==> src/rtl/pvcr_cfg.svh <==
/*
  Offsets, field positions, reset values and load fractions of the vendor
  configuration command bank.
  Assumes it is included by bare name from the design modules and the bench.
*/
`ifndef PVCR_CFG_SVH
`define PVCR_CFG_SVH

// ----------------------------------------------------------------------------
// Command codes
// ----------------------------------------------------------------------------
`define PVCR_CMD_MODE        8'hDD
`define PVCR_CMD_RAMP        8'hDE
`define PVCR_CMD_SHED        8'hDF
`define PVCR_CMD_LOCKOUT     8'hE0
`define PVCR_CMD_PHASE       8'hE4
`define PVCR_CMD_UVOFS       8'hE6
`define PVCR_CMD_IDENT       8'hFC
`define PVCR_CMD_STATUS      8'h80

// ----------------------------------------------------------------------------
// Field positions
// ----------------------------------------------------------------------------
`define PVCR_MODE_PROTO_BIT  7
`define PVCR_MODE_PAIR_BIT   6
`define PVCR_MODE_SPARE_BIT  5
`define PVCR_MODE_SHED_BIT   4
`define PVCR_MODE_FLAT_BIT   3
`define PVCR_SHED_LOW_BIT    3
`define PVCR_STAT_PHASE_BIT  3

// ----------------------------------------------------------------------------
// Reset values
// ----------------------------------------------------------------------------
`define PVCR_RST_MODE        8'h89
`define PVCR_RST_RAMP        3'h6
`define PVCR_RST_SHED        4'h1
`define PVCR_RST_LOCKOUT     2'h1
`define PVCR_RST_UVOFS       3'h3

// ----------------------------------------------------------------------------
// Load fractions in percent and the full-load multiplier
// ----------------------------------------------------------------------------
`define PVCR_FULL_LOAD_MULT  3'h4
`define PVCR_PCT_SINGLE      7'h0A
`define PVCR_PCT_DUAL_BASE   7'h0F
`define PVCR_PCT_DUAL_STEP   7'h05
`define PVCR_PCT_DUAL_MAX    7'h23
`define PVCR_PCT_SCALE       7'h64

`endif

==> src/rtl/pvcr_pkg.sv <==
/*
  Types shared by the vendor configuration command bank.
  Assumes nothing of its surroundings.
*/
package pvcr_pkg;

  typedef enum logic [1:0] {
    PVCR_BOOT = 2'b00,
    PVCR_RUN  = 2'b01
  } pvcr_state_e;

  typedef logic [2:0] pvcr_code_t;

endpackage

==> src/rtl/pvcr_uv_calc.sv <==
/*
  Output undervoltage fault threshold calculator.
  Assumes the load line is given in 1/16 milliohm and the current in amperes,
  all inputs synchronous to clk.
*/
`timescale 1ns/1ps
`default_nettype none
`include "pvcr_cfg.svh"

module pvcr_uv_calc (
  // Clock and reset
  input  wire logic        clk,
  input  wire logic        rstn,
  // Operands
  input  wire logic [15:0] vout_cmd_mv,
  input  wire logic [7:0]  loadline_q4,
  input  wire logic [7:0]  iout_a,
  input  wire logic        flat_loadline_sel,
  input  wire logic [8:0]  offset_mv,
  // Result
  output logic      [15:0] uv_threshold_mv
);
  import pvcr_pkg::*;

  logic [15:0] drop_prod;
  logic [17:0] diff;
  logic [15:0] next_uv_threshold_mv;

  // A flat load line removes the current-dependent term entirely.
  always_comb begin
    drop_prod = flat_loadline_sel ? 16'h0000 : loadline_q4 * iout_a;
    diff = {2'b00, vout_cmd_mv} - {6'h00, drop_prod[15:4]} - {9'h000, offset_mv};
    // Clamp at zero so a large drop cannot wrap to a huge threshold.
    next_uv_threshold_mv = diff[17] ? 16'h0000 : diff[15:0];
  end

  always_ff @(posedge clk or negedge rstn) begin
    if (!rstn) begin
      uv_threshold_mv <= 16'h0000;
    end else begin
      uv_threshold_mv <= next_uv_threshold_mv;
    end
  end

  property p_uv_flat;
    @(posedge clk) disable iff (!rstn)
    (flat_loadline_sel && vout_cmd_mv >= 16'h0200)
      |=> uv_threshold_mv == $past(vout_cmd_mv) - {7'h00, $past(offset_mv)};
  endproperty
  a_uv_flat: assert property (p_uv_flat) else $error("flat load line threshold wrong");

  property p_uv_drop;
    @(posedge clk) disable iff (!rstn)
    (!flat_loadline_sel && iout_a == 8'h14 && loadline_q4 == 8'h10 && vout_cmd_mv == 16'h03E8)
      |=> uv_threshold_mv == 16'h03E8 - 16'h0014 - {7'h00, $past(offset_mv)};
  endproperty
  a_uv_drop: assert property (p_uv_drop) else $error("load line drop not subtracted");

endmodule
`default_nettype wire

==> src/rtl/pvcr_regs.sv <==
/*
  Vendor configuration and identification command bank of a multi-phase buck
  controller, with phase-shedding decision and derived analog settings.
  Assumes a command-layer front end that presents one decoded read or write
  per cycle, and straps and telemetry that are synchronous to clk.
*/
// What this block does
// - Mode bit 7 picks newer regulator protocol at 0, older at 1.
// - Interleave bit picks four single phases at 0, paired 1/3 and 2/4 at 1.
// - Mode bit 5 is stored but steers nothing.
// - Shed enable bit turns dynamic phase shedding off at 0, on at 1.
// - Load-line bit picks non-zero load line at 0, zero load line at 1.
// - Slew code selects eight rates from 0.34 to 2.74 mV/us.
// - Ramp code gives 20 to 120 mV in 20 mV steps, 200 mV at 111.
// - A host write to the ramp register overrides the strap default.
// - Shed fractions are taken against four times the per-phase current limit.
// - Low shed bit blocks single phase at 0; at 1 sheds below 10 percent.
// - High shed code sets 15, 20, 25, 30, else 35 percent for dual phase.
// - Lockout code picks 4.5, 7.25, 9.0, 10.3 V; resets to 01.
// - Phase limit is code plus one and applies while running.
// - Too many phases requested: keep count, set status bit 3, raise alert.
// - Offset code picks 50 to 400 mV per the fixed table.
// - Fault threshold is commanded voltage minus load-line drop minus offset.
// - A read-only 16-bit identification code is readable.
`timescale 1ns/1ps
`default_nettype none
`include "pvcr_cfg.svh"

module pvcr_regs #(
  // Arbitrary neutral value, not that of any real part.
  parameter logic [15:0] IDENT_CODE = 16'h5A3C
) (
  // Clock and reset
  input  wire logic        clk,
  input  wire logic        rstn,
  // Command port
  input  wire logic [7:0]  cmd_code,
  input  wire logic        cmd_wr,
  input  wire logic        cmd_rd,
  input  wire logic [15:0] cmd_wdata,
  output logic      [15:0] cmd_rdata,
  output logic             cmd_rvalid,
  output logic             cmd_unmapped,
  // Straps and hardware limits
  input  wire logic [7:0]  mode_strap,
  input  wire logic [2:0]  current_limit_ramp_strap,
  input  wire logic [2:0]  hw_phase_avail,
  // Telemetry
  input  wire logic [7:0]  iout_a,
  input  wire logic [7:0]  ocl_per_phase_a,
  input  wire logic [15:0] vout_cmd_mv,
  input  wire logic [7:0]  loadline_q4,
  // Controls to the power stage
  output logic             regulator_protocol_sel,
  output logic             interleave_pairing,
  output logic             shed_enable,
  output logic             flat_loadline_sel,
  output logic      [11:0] slew_rate_uv_per_us,
  output logic      [7:0]  ramp_amplitude_mv,
  output logic      [13:0] input_lockout_mv,
  output logic      [2:0]  active_phase_count,
  output logic      [15:0] uv_threshold_mv,
  output logic             host_alert_out
);
  import pvcr_pkg::*;

  // --------------------------------------------------------------------------
  // Level tables
  // --------------------------------------------------------------------------
  function automatic logic [11:0] slew_lut(input pvcr_code_t c);
    unique case (c)
      3'h0:    slew_lut = 12'h154;
      3'h1:    slew_lut = 12'h2A8;
      3'h2:    slew_lut = 12'h3FC;
      3'h3:    slew_lut = 12'h550;
      3'h4:    slew_lut = 12'h6A4;
      3'h5:    slew_lut = 12'h7F8;
      3'h6:    slew_lut = 12'h94C;
      default: slew_lut = 12'hAB4;
    endcase
  endfunction

  // Code 110 has no printed level; it is held at the 120 mV step.
  function automatic logic [7:0] ramp_lut(input pvcr_code_t c);
    if (c == 3'h7) begin
      ramp_lut = 8'hC8;
    end else if (c == 3'h6) begin
      ramp_lut = 8'h78;
    end else begin
      ramp_lut = {c, 2'b00} * 8'h05 + 8'h14;
    end
  endfunction

  function automatic logic [13:0] lockout_lut(input logic [1:0] c);
    unique case (c)
      2'h0:    lockout_lut = 14'h1194;
      2'h1:    lockout_lut = 14'h1C52;
      2'h2:    lockout_lut = 14'h2328;
      default: lockout_lut = 14'h283C;
    endcase
  endfunction

  function automatic logic [8:0] offset_lut(input pvcr_code_t c);
    unique case (c)
      3'h6:    offset_lut = 9'h145;
      3'h7:    offset_lut = 9'h190;
      default: offset_lut = ({6'h00, c} + 9'h001) * 9'h032;
    endcase
  endfunction

  // True when the load lies below pct percent of the full-load reference.
  function automatic logic below_pct(input logic [7:0] i, input logic [10:0] full,
                                     input logic [6:0] pct);
    below_pct = ({3'h0, i} * `PVCR_PCT_SCALE) < ({7'h00, full} * {11'h000, pct});
  endfunction

  // --------------------------------------------------------------------------
  // Configuration registers
  // --------------------------------------------------------------------------
  pvcr_state_e state, next_state;
  logic [7:0]  mode_reg, next_mode_reg;
  pvcr_code_t  ramp_code, next_ramp_code;
  logic [3:0]  shed_reg, next_shed_reg;
  logic [1:0]  lockout_code, next_lockout_code;
  pvcr_code_t  phase_code, next_phase_code;
  pvcr_code_t  uvofs_code, next_uvofs_code;
  logic        phase_fault, next_phase_fault;
  logic [3:0]  phase_req;
  logic        phase_reject;

  assign phase_req    = {1'b0, cmd_wdata[2:0]} + 4'h1;
  assign phase_reject = cmd_wr && cmd_code == `PVCR_CMD_PHASE
                        && phase_req > {1'b0, hw_phase_avail};

  always_comb begin
    next_state        = PVCR_RUN;
    next_mode_reg     = mode_reg;
    next_ramp_code    = ramp_code;
    next_shed_reg     = shed_reg;
    next_lockout_code = lockout_code;
    next_phase_code   = phase_code;
    next_uvofs_code   = uvofs_code;
    next_phase_fault  = phase_fault;
    // Straps are caught in the first cycle after reset; a write in the same
    // cycle is applied after them so the host setting still wins.
    if (state == PVCR_BOOT) begin
      next_mode_reg   = mode_strap;
      next_ramp_code  = current_limit_ramp_strap;
      next_phase_code = hw_phase_avail - 3'h1;
    end
    if (cmd_wr) begin
      unique case (cmd_code)
        `PVCR_CMD_MODE:    next_mode_reg = cmd_wdata[7:0];
        `PVCR_CMD_RAMP:    next_ramp_code = cmd_wdata[2:0];
        `PVCR_CMD_SHED:    next_shed_reg = cmd_wdata[3:0];
        `PVCR_CMD_LOCKOUT: next_lockout_code = cmd_wdata[1:0];
        `PVCR_CMD_PHASE: begin
          if (!phase_reject) begin
            next_phase_code = cmd_wdata[2:0];
          end
        end
        `PVCR_CMD_UVOFS:   next_uvofs_code = cmd_wdata[2:0];
        `PVCR_CMD_STATUS: begin
          if (cmd_wdata[`PVCR_STAT_PHASE_BIT]) begin
            next_phase_fault = 1'b0;
          end
        end
        default: ;
      endcase
    end
    // The rejection sets after any clear so a simultaneous event survives.
    if (phase_reject) begin
      next_phase_fault = 1'b1;
    end
  end

  always_ff @(posedge clk or negedge rstn) begin
    if (!rstn) begin
      state        <= PVCR_BOOT;
      mode_reg     <= `PVCR_RST_MODE;
      ramp_code    <= `PVCR_RST_RAMP;
      shed_reg     <= `PVCR_RST_SHED;
      lockout_code <= `PVCR_RST_LOCKOUT;
      phase_code   <= 3'h0;
      uvofs_code   <= `PVCR_RST_UVOFS;
      phase_fault  <= 1'b0;
    end else begin
      state        <= next_state;
      mode_reg     <= next_mode_reg;
      ramp_code    <= next_ramp_code;
      shed_reg     <= next_shed_reg;
      lockout_code <= next_lockout_code;
      phase_code   <= next_phase_code;
      uvofs_code   <= next_uvofs_code;
      phase_fault  <= next_phase_fault;
    end
  end

  // --------------------------------------------------------------------------
  // Derived controls and phase shedding
  // --------------------------------------------------------------------------
  logic [10:0] full_load;
  logic [6:0]  dual_pct;
  logic [2:0]  phase_limit;
  logic [2:0]  next_active_phase_count;

  always_comb begin
    full_load   = {3'h0, ocl_per_phase_a} * {8'h00, `PVCR_FULL_LOAD_MULT};
    dual_pct    = shed_reg[2:0] > 3'h3 ? `PVCR_PCT_DUAL_MAX
                  : `PVCR_PCT_DUAL_BASE + {4'h0, shed_reg[2:0]} * `PVCR_PCT_DUAL_STEP;
    phase_limit = phase_code + 3'h1;
    next_active_phase_count = phase_limit;
    if (mode_reg[`PVCR_MODE_SHED_BIT]) begin
      if (shed_reg[`PVCR_SHED_LOW_BIT] && below_pct(iout_a, full_load, `PVCR_PCT_SINGLE)) begin
        next_active_phase_count = 3'h1;
      end else if (below_pct(iout_a, full_load, dual_pct) && phase_limit > 3'h2) begin
        next_active_phase_count = 3'h2;
      end
    end
  end

  always_ff @(posedge clk or negedge rstn) begin
    if (!rstn) begin
      regulator_protocol_sel <= 1'b0;
      interleave_pairing     <= 1'b0;
      shed_enable            <= 1'b0;
      flat_loadline_sel      <= 1'b0;
      slew_rate_uv_per_us    <= 12'h000;
      ramp_amplitude_mv      <= 8'h00;
      input_lockout_mv       <= 14'h0000;
      active_phase_count     <= 3'h1;
      host_alert_out         <= 1'b0;
    end else begin
      regulator_protocol_sel <= mode_reg[`PVCR_MODE_PROTO_BIT];
      interleave_pairing     <= mode_reg[`PVCR_MODE_PAIR_BIT];
      shed_enable            <= mode_reg[`PVCR_MODE_SHED_BIT];
      flat_loadline_sel      <= mode_reg[`PVCR_MODE_FLAT_BIT];
      slew_rate_uv_per_us    <= slew_lut(mode_reg[2:0]);
      ramp_amplitude_mv      <= ramp_lut(ramp_code);
      input_lockout_mv       <= lockout_lut(lockout_code);
      active_phase_count     <= next_active_phase_count;
      host_alert_out         <= next_phase_fault;
    end
  end

  pvcr_uv_calc u_uv_calc (
    .clk               (clk),
    .rstn              (rstn),
    .vout_cmd_mv       (vout_cmd_mv),
    .loadline_q4       (loadline_q4),
    .iout_a            (iout_a),
    .flat_loadline_sel (mode_reg[`PVCR_MODE_FLAT_BIT]),
    .offset_mv         (offset_lut(uvofs_code)),
    .uv_threshold_mv   (uv_threshold_mv)
  );

  // --------------------------------------------------------------------------
  // Read path
  // --------------------------------------------------------------------------
  logic [15:0] next_cmd_rdata;
  logic        next_cmd_unmapped;

  always_comb begin
    next_cmd_rdata    = 16'h0000;
    next_cmd_unmapped = 1'b0;
    if (cmd_rd) begin
      unique case (cmd_code)
        `PVCR_CMD_MODE:    next_cmd_rdata = {8'h00, mode_reg};
        `PVCR_CMD_RAMP:    next_cmd_rdata = {13'h0000, ramp_code};
        `PVCR_CMD_SHED:    next_cmd_rdata = {12'h000, shed_reg};
        `PVCR_CMD_LOCKOUT: next_cmd_rdata = {14'h0000, lockout_code};
        `PVCR_CMD_PHASE:   next_cmd_rdata = {13'h0000, phase_code};
        `PVCR_CMD_UVOFS:   next_cmd_rdata = {13'h0000, uvofs_code};
        `PVCR_CMD_IDENT:   next_cmd_rdata = IDENT_CODE;
        `PVCR_CMD_STATUS:  next_cmd_rdata = {12'h000, phase_fault, 3'h0};
        default:           next_cmd_unmapped = 1'b1;
      endcase
    end
  end

  always_ff @(posedge clk or negedge rstn) begin
    if (!rstn) begin
      cmd_rdata    <= 16'h0000;
      cmd_rvalid   <= 1'b0;
      cmd_unmapped <= 1'b0;
    end else begin
      cmd_rdata    <= next_cmd_rdata;
      cmd_rvalid   <= cmd_rd;
      cmd_unmapped <= next_cmd_unmapped;
    end
  end

  // --------------------------------------------------------------------------
  // Checks
  // --------------------------------------------------------------------------
  property p_proto;
    @(posedge clk) disable iff (!rstn)
    (cmd_wr && cmd_code == `PVCR_CMD_MODE) |=> ##1 regulator_protocol_sel == $past(cmd_wdata[7], 2);
  endproperty
  a_proto: assert property (p_proto) else $error("protocol select not applied");

  property p_pair;
    @(posedge clk) disable iff (!rstn)
    (cmd_wr && cmd_code == `PVCR_CMD_MODE) |=> ##1 interleave_pairing == $past(cmd_wdata[6], 2);
  endproperty
  a_pair: assert property (p_pair) else $error("interleave pairing not applied");

  property p_spare;
    @(posedge clk) disable iff (!rstn)
    (cmd_wr && cmd_code == `PVCR_CMD_MODE && state == PVCR_RUN
     && cmd_wdata[7:0] == (mode_reg ^ 8'h20)) |=> ##1 $stable(slew_rate_uv_per_us)
      && $stable(shed_enable) && $stable(flat_loadline_sel) && $stable(interleave_pairing);
  endproperty
  a_spare: assert property (p_spare) else $error("spare bit changed behaviour");

  property p_noshed;
    @(posedge clk) disable iff (!rstn)
    !mode_reg[`PVCR_MODE_SHED_BIT] |=> active_phase_count == $past(phase_code) + 3'h1;
  endproperty
  a_noshed: assert property (p_noshed) else $error("phases shed while disabled");

  property p_single;
    @(posedge clk) disable iff (!rstn)
    (!shed_reg[`PVCR_SHED_LOW_BIT] && phase_code != 3'h0) |=> active_phase_count != 3'h1;
  endproperty
  a_single: assert property (p_single) else $error("single phase reached while blocked");

  property p_slew_top;
    @(posedge clk) disable iff (!rstn)
    mode_reg[2:0] == 3'h7 |=> slew_rate_uv_per_us == 12'hAB4;
  endproperty
  a_slew_top: assert property (p_slew_top) else $error("top slew rate wrong");

  property p_ramp_wr;
    @(posedge clk) disable iff (!rstn)
    (cmd_wr && cmd_code == `PVCR_CMD_RAMP && cmd_wdata[2:0] == 3'h7)
      |=> ##1 ramp_amplitude_mv == 8'hC8;
  endproperty
  a_ramp_wr: assert property (p_ramp_wr) else $error("ramp write lost");

  property p_reject;
    @(posedge clk) disable iff (!rstn)
    phase_reject |=> phase_fault && $stable(phase_code) && host_alert_out;
  endproperty
  a_reject: assert property (p_reject) else $error("phase overrun not flagged");

  property p_ident;
    @(posedge clk) disable iff (!rstn)
    (cmd_rd && cmd_code == `PVCR_CMD_IDENT) |=> cmd_rvalid && cmd_rdata == IDENT_CODE;
  endproperty
  a_ident: assert property (p_ident) else $error("identification code wrong");

  property p_resv;
    @(posedge clk) disable iff (!rstn)
    (cmd_rd && cmd_code == `PVCR_CMD_PHASE) |=> cmd_rdata[15:3] == 13'h0000;
  endproperty
  a_resv: assert property (p_resv) else $error("reserved bits not zero");

endmodule
`default_nettype wire

==> config.mk <==
export PLATFORM = sky130hd
export DESIGN_NAME = pvcr_regs
export DESIGN_NICKNAME = d
export VERILOG_FILES = /design/src/rtl/pvcr_pkg.sv /design/src/rtl/pvcr_uv_calc.sv /design/src/rtl/pvcr_regs.sv
export VERILOG_INCLUDE_DIRS = /design/src /design/src/rtl
export SDC_FILE = /design/constraint.sdc
export NUM_CORES = 1
export LEC_CHECK = 0
export BUFFER_PORTS_ARGS = -buffer_cell sky130_fd_sc_hd__buf_2
export CAP_MARGIN = 40
export CORE_MARGIN = 2
export CORE_UTILIZATION = 40
export DETAILED_ROUTE_END_ITERATION = 8
export GPL_ROUTABILITY_DRIVEN = 0
export PLACE_DENSITY = 0.69
export SYNTH_ARGS = -nofsm -noshare
export SYNTH_HDL_FRONTEND = slang
export SYNTH_HIERARCHICAL = 1
export SYNTH_SLANG_ARGS = --single-unit
==> constraint.sdc <==
create_clock -name clk -period 9.63 [get_ports clk]
set_input_delay 1.4445 -clock clk [delete_from_list [all_inputs] [get_ports clk]]
set_output_delay 1.4445 -clock clk [all_outputs]
set_load 0.1 [all_outputs]
After elaboration in Yosys (flattened, before gate mapping)

Index checks and enable logic that the tools add are counted.

Bits of input ports: 82
Logic and storage cells: 104
Output and inout port bits: 76
Flip-flop bits (word level): 100

$mul: 7
Add/subtract/negate cells: 8
Multiplexer cells: 29
Eq/ne operators: 20
$lt $le $gt $ge: 5
Reductions and logical operators: 15

Operator list:

| operator                                                             | number |
|---|---|
| 15-bit case mux with 8 select lines                                  | 1 |
| 12-bit case mux with 7 select lines                                  | 1 |
| 8-bit equality test (second input constant)                          | 8 |
| 14-bit case mux with 3 select lines                                  | 1 |
| 8-bit two-way mux                                                    | 5 |
| 16-bit two-way mux                                                   | 2 |
| 3-bit two-way mux                                                    | 10 |
| 3-bit equality test (second input constant)                          | 7 |
| 9-bit case mux with 2 select lines                                   | 1 |
| 18-bit by 9-bit subtractor with 18-bit output                        | 1 |
| 15-bit by 17-bit less-than comparator with 1-bit output              | 1 |
| 16-bit by 12-bit subtractor with 17-bit output                       | 1 |
| 8-bit by 8-bit multiplier with 16-bit output                         | 1 |
| 15-bit by 14-bit less-than comparator with 1-bit output              | 1 |
| 8-bit by 7-bit multiplier with 15-bit output                         | 1 |
| 15-bit two-way mux                                                   | 1 |
| 8-bit by 5-bit multiplier with 13-bit output (second input constant) | 1 |
| 3-bit by 3-bit multiplier with 6-bit output (second input constant)  | 2 |
| 8-bit by 3-bit multiplier with 11-bit output (second input constant) | 1 |
| 3-bit by 1-bit adder with 4-bit output (second input constant)       | 2 |
| 8-bit by 5-bit adder with 8-bit output (second input constant)       | 1 |
| 4-bit by 5-bit multiplier with 8-bit output (second input constant)  | 1 |
| 8-bit OR reduction                                                   | 1 |
| 4-bit by 6-bit adder with 7-bit output (first input constant)        | 1 |
| 16 further kinds                                                     | 31 |

Logic depth before layout (Yosys ltp)

Depth after elaboration: 9
Gate-level depth with buffers: 33
Depth with buffers taken out: 33

Hierarchy

The synthesis kept the hierarchy.

Modules (own cells, without submodules):

| module       | cells an instance | instances | seq. area each (µm²) | area each (µm²) |
|---|---|---|---|---|
| pvcr_regs    | 738               | 1         | 1639.1               | 6995.5 |
| pvcr_uv_calc | 438               | 1         | 400.4                | 3789.9 |

Worst setup path before layout

Ideal clock, no wire load.

Path kind: input -> register
Start point: input loadline_q4[1]
End point: register u_uv_calc.uv_threshold_mv[10]
Setup time: 119 ps
Stages on the path: 25
Data arrival time: 7579 ps
Path buffers: 1
Required time: 9511 ps
Path slack: 1932 ps
Path through: and2_1 > fa_1 > fa_1 > fa_1 > inv_1 > fa_1 > inv_1 > ha_1 > and2_1 > o21ai_0 > o21ai_0 > o21ai_0 > or3b_2 > ha_1 > or3_4 > o21bai_1 > a21oi_2 > xnor2_1 > ha_1 > a21o_1 > a31o_2 > and4bb_4 > a41o_4 > buf_6 > nor2_1

Cells in the longest elaborated chain, start to end: 5

Ends and longest elaborated chain:

| what                                           | RTL line           | text |
|---|---|---|
| start, declared                                | pvcr_regs.sv:52    | `input wire logic [7:0] loadline_q4,` |
| 8-bit by 8-bit multiplier with 16-bit output   | pvcr_uv_calc.sv:31 | `drop_prod = flat_loadline_sel ? 16'h0000 : loadline_q4 * iout_a;` |
| 16-bit two-way mux                             | pvcr_uv_calc.sv:31 |  |
| 16-bit by 12-bit subtractor with 17-bit output | pvcr_uv_calc.sv:32 | `diff = {2'b00, vout_cmd_mv} - {6'h00, drop_prod[15:4]} - {9'h000, offset_mv};` |
| 18-bit by 9-bit subtractor with 18-bit output  | pvcr_uv_calc.sv:32 |  |
| 16-bit two-way mux                             | pvcr_uv_calc.sv:34 | `next_uv_threshold_mv = diff[17] ? 16'h0000 : diff[15:0];` |
| net u_uv_calc.next_uv_threshold_mv[10]         | pvcr_uv_calc.sv:27 | `logic [15:0] next_uv_threshold_mv;` |
| end signal, assigned                           | pvcr_uv_calc.sv:41 | `uv_threshold_mv <= next_uv_threshold_mv;` |
| end, declared                                  | pvcr_uv_calc.sv:21 | `output logic [15:0] uv_threshold_mv` |

The timed path passes the listed nets, and every way through them passes these cells.
A chain may end at the register's enable or synchronous reset.

Worst setup path after layout

Start point: input iout_a[4]
End point: register u_uv_calc.uv_threshold_mv[3]

Cells in the longest elaborated chain, start to end: 5

Ends and longest elaborated chain:

| what                                           | RTL line           | text |
|---|---|---|
| start, declared                                | pvcr_regs.sv:49    | `input wire logic [7:0] iout_a,` |
| 8-bit by 8-bit multiplier with 16-bit output   | pvcr_uv_calc.sv:31 |  |
| 16-bit two-way mux                             | pvcr_uv_calc.sv:31 |  |
| 16-bit by 12-bit subtractor with 17-bit output | pvcr_uv_calc.sv:32 |  |
| 18-bit by 9-bit subtractor with 18-bit output  | pvcr_uv_calc.sv:32 |  |
| 16-bit two-way mux                             | pvcr_uv_calc.sv:34 |  |
| net u_uv_calc.next_uv_threshold_mv[3]          | pvcr_uv_calc.sv:27 |  |

The timed path passes the listed nets, and every way through them passes these cells.

==> impl_metrics.env <==
export IMPL_finalSetupTns_ps=0
export IMPL_initial_core_util_pct=40.36
export IMPL_status="finished clean"
export IMPL_slowest_delay_ps=540
export IMPL_finalCritPeriodShare_pct=82.23
export IMPL_cts_sinks=81
export IMPL_drv_slew=0
export IMPL_syn_area_sq_um=10790
export IMPL_synth_most_common_cell="ha_1"
export IMPL_post_cts_buffers=0
export IMPL_r2r_end="active_phase_count[1]$_DFF_PN0_"
export IMPL_drc=0
export IMPL_synth_seq_cells=81
export IMPL_dr_pass1_iters=5
export IMPL_criticalPathCategory="primary input to register"
export IMPL_clock_latency_ps=330
export IMPL_hp_start="mode_reg[6]$_DFF_PN0_"
export IMPL_syn_instance_count=1176
export IMPL_vias=8312
export IMPL_drtAntennaViolNets=0
export IMPL_cp_startpoint="iout_a[4]"
export IMPL_area_delta_synth_final_pct=12.23
export IMPL_syn_mean_instance_area_sq_um=9.171
export IMPL_synthArstFlopShare_pct=100.0
export IMPL_dp_hpwl_mm=19.22
export IMPL_path_common_cell="fa_1"
export IMPL_ys_seq_area_share_pct=18.91
export IMPL_hold_viol_final=0
export IMPL_rows=60
export IMPL_grt_pass1_wl_mm=39.88
export IMPL_setup_worst_path_start_class="primary input"
export IMPL_reg_top3="u_uv_calc/uv_threshold_mv x16, cmd_rdata x9, input_lockout_mv x9"
export IMPL_ys_warn_count=6
export IMPL_drtIter0Drc=290
export IMPL_grt_max_degree=70
export IMPL_grt_pass1_vias=8417
export IMPL_max_slew_worst_pin_slew_ps=862.8
export IMPL_max_slew_margin_rel_pct=42.48
export IMPL_die_area_sq_um=28290
export IMPL_critPathSlowestCell="fa_1"
export IMPL_ctsResizeCount=0
export IMPL_rsz0062_at_grt="false"
export IMPL_holdBufCountCts=0
export IMPL_finalPower_uw=3493
export IMPL_leakage_uw=0.006184
export IMPL_io_buffers=140
export IMPL_nets=1642
export IMPL_synth_cell_types=86
export IMPL_fp_dieW_um=168.2
export IMPL_viasPerCell=5.044
export IMPL_cts_clk_slew_worst_paths_ps=60
export IMPL_synth_edf_count=0
export IMPL_ios=158
export IMPL_largest_register_ffs=16
export IMPL_ff2ff_setup_slack_ps=1800
export IMPL_synth_top_cell_by_area="ha_1"
export IMPL_top_register="u_uv_calc/uv_threshold_mv"
export IMPL_synth_area_top_cells="ha_1, dfrtp_1, fa_1"
export IMPL_antenna_found_initial=2
export IMPL_holdPathStages=0
export IMPL_critical_path_required_ps=9840
export IMPL_synth_flop_cell="dfrtp_1"
export IMPL_crit_path_max_fanout=15
export IMPL_min_to="interleave_pairing$_DFF_PN0_"
export IMPL_powerDensity_nw_per_um2=288.6
export IMPL_wl_per_cell_um=14.06
export IMPL_rr_startpoint="shed_reg[0]$_DFFE_PN1P_"
export IMPL_synth_top_area_share_pct=21.46
export IMPL_maxCapViolations=0
export IMPL_core_sq_um=26730
export IMPL_setup_viol=0
export IMPL_cts_tree="yes"
export IMPL_die_y_um=168.2
export IMPL_cts_htree_levels=3
export IMPL_fin_crit_ps=7919
export IMPL_end_kind="register"
export IMPL_root_buffer="clkbuf_16"
export IMPL_timing_fmax_ghz=0.1263
export IMPL_crit_arrival_ps=8130
export IMPL_ys_top_cells_by_count="ha_1, inv_1, and2_1"
export IMPL_cts_buffers=9
export IMPL_hp_class="register to register"
export IMPL_drive_gt1_share_pct=16.39
export IMPL_reg2reg_depth=30
export IMPL_grt_usage_pct=16.79
export IMPL_routed_wl_mm=23.17
export IMPL_clockBufferDepth=2
export IMPL_irDropWorstVdd_uv=136.5
export IMPL_final_util_pct=45.29
export IMPL_grt_ovfl_total=0
export IMPL_fin_worst_skew_ps=6.093
-- where the power goes --
group | leakage, uW | internal [uW] | switching, uW
Combinational | 0.00506 | 1010 | 1650
Sequential | 0.000963 | 418 | 30.0
Clock | 0.000163 | 253 | 134
Total | 0.00618 | 1680 | 1810
-- worst max path at each step --
| stage | end | slack [ps] | cells past startpoint |
|---|---|---|---|
| finish | u_uv_calc/uv_threshold_mv[3]$_DFF_PN0_ | 1710 | 25 |
| CTS | u_uv_calc/uv_threshold_mv[2]$_DFF_PN0_ | 1700 | 25 |
| global placement | u_uv_calc/uv_threshold_mv[2]$_DFF_PN0_ | 1390 | 25 |
| floorplan | u_uv_calc/uv_threshold_mv[10]$_DFF_PN0_ | 1930 | 25 |
| global route | u_uv_calc/uv_threshold_mv[2]$_DFF_PN0_ | 1230 | 25 |
| detailed placement | u_uv_calc/uv_threshold_mv[2]$_DFF_PN0_ | 1340 | 25 |
-- metal layers --
layer	wire (um)	GRT usage [%]
met1	11100	22.81
met2	10760	28.79
met3	1058	2.163
met4	247	3.298
met5	7	0
-- cells in the final DEF, fill, tap and decap left out, types with 3 or more instances in the layout --
| cell | instances |
|---|---|
| and3_1 | 4 |
| a21o_1 | 15 |
| o31ai_1 | 3 |
| bufinv_16 | 3 |
| dfrtp_1 | 71 |
| fa_1 | 73 |
| a31oi_1 | 4 |
| o21ai_1 | 3 |
| o31a_1 | 4 |
| inv_1 | 158 |
| and2_1 | 85 |
| a21oi_1 | 64 |
| xor2_1 | 26 |
| nor3_1 | 18 |
| a21oi_2 | 4 |
| o21bai_1 | 11 |
| nor3b_1 | 4 |
| nand3_1 | 10 |
| or2_2 | 5 |
| nor2_1 | 69 |
| nor2b_1 | 24 |
| o211ai_1 | 3 |
| clkbuf_16 | 9 |
| nand2b_1 | 15 |
| o21a_1 | 13 |
| mux2i_1 | 15 |
| nand2_1 | 69 |
| ha_1 | 185 |
| xnor2_1 | 38 |
| o2111ai_1 | 4 |
| a211o_1 | 3 |
| conb_1 | 11 |
| mux2_2 | 15 |
| dfstp_2 | 10 |
| o21ai_0 | 43 |
| nand4_1 | 5 |
| a211oi_1 | 12 |
| buf_2 | 139 |
-- worst max-delay path: cells and delay by family --
| family | cells | cell delay (ps) |
|---|---|---|
| simple gates | 5 | 1490 |
| buf+inv | 3 | 270 |
| xor+xnor | 1 | 150 |
| fa+ha+maj | 7 | 2880 |
| compound gates | 9 | 1910 |
-- area by class of cell --
class	count	area, sq um
sequential	81	2039
timing repair buffer	141	730.7
fill	2563	14620
inverter	158	593.1
tap	341	426.7
multi-input combinational	911	7971
antenna	1	2.502
clock buffer	9	225.2
clock inverter	6	115.1
-- metrics by stage --
step,cell area [sq um],hold slack (ps),cells,setup WS (ps)
2_1_floorplan,10820,352.3,1185,1932
3_3_place_gp,11730,379.0,1631,1392
3_5_place_dp,11760,386.3,1632,1339
4_1_cts,12100,399.0,1647,1700
5_1_grt,12100,413.9,1647,1227
6_report,12100,400.4,1648,1711
-- kinds of logic (layout without fill, tap and decap cells) --
family / Yosys count / in the layout / share of synthesized area [%]
AND/OR/NAND/NOR: 330 / 330 / 16.42
adder cells (fa/ha/maj): 258 / 258 / 35.01
AO/OA/AOI/OAI: 216 / 216 / 13.58
buffers and inverters: 193 / 314 / 7.494
flip-flops: 81 / 81 / 18.91
XOR/XNOR: 65 / 65 / 5.348
multiplexers: 31 / 31 / 3.167
other: 2 / 12 / 0.06963
No activity file was read; power rests on OpenSTA's default activity.
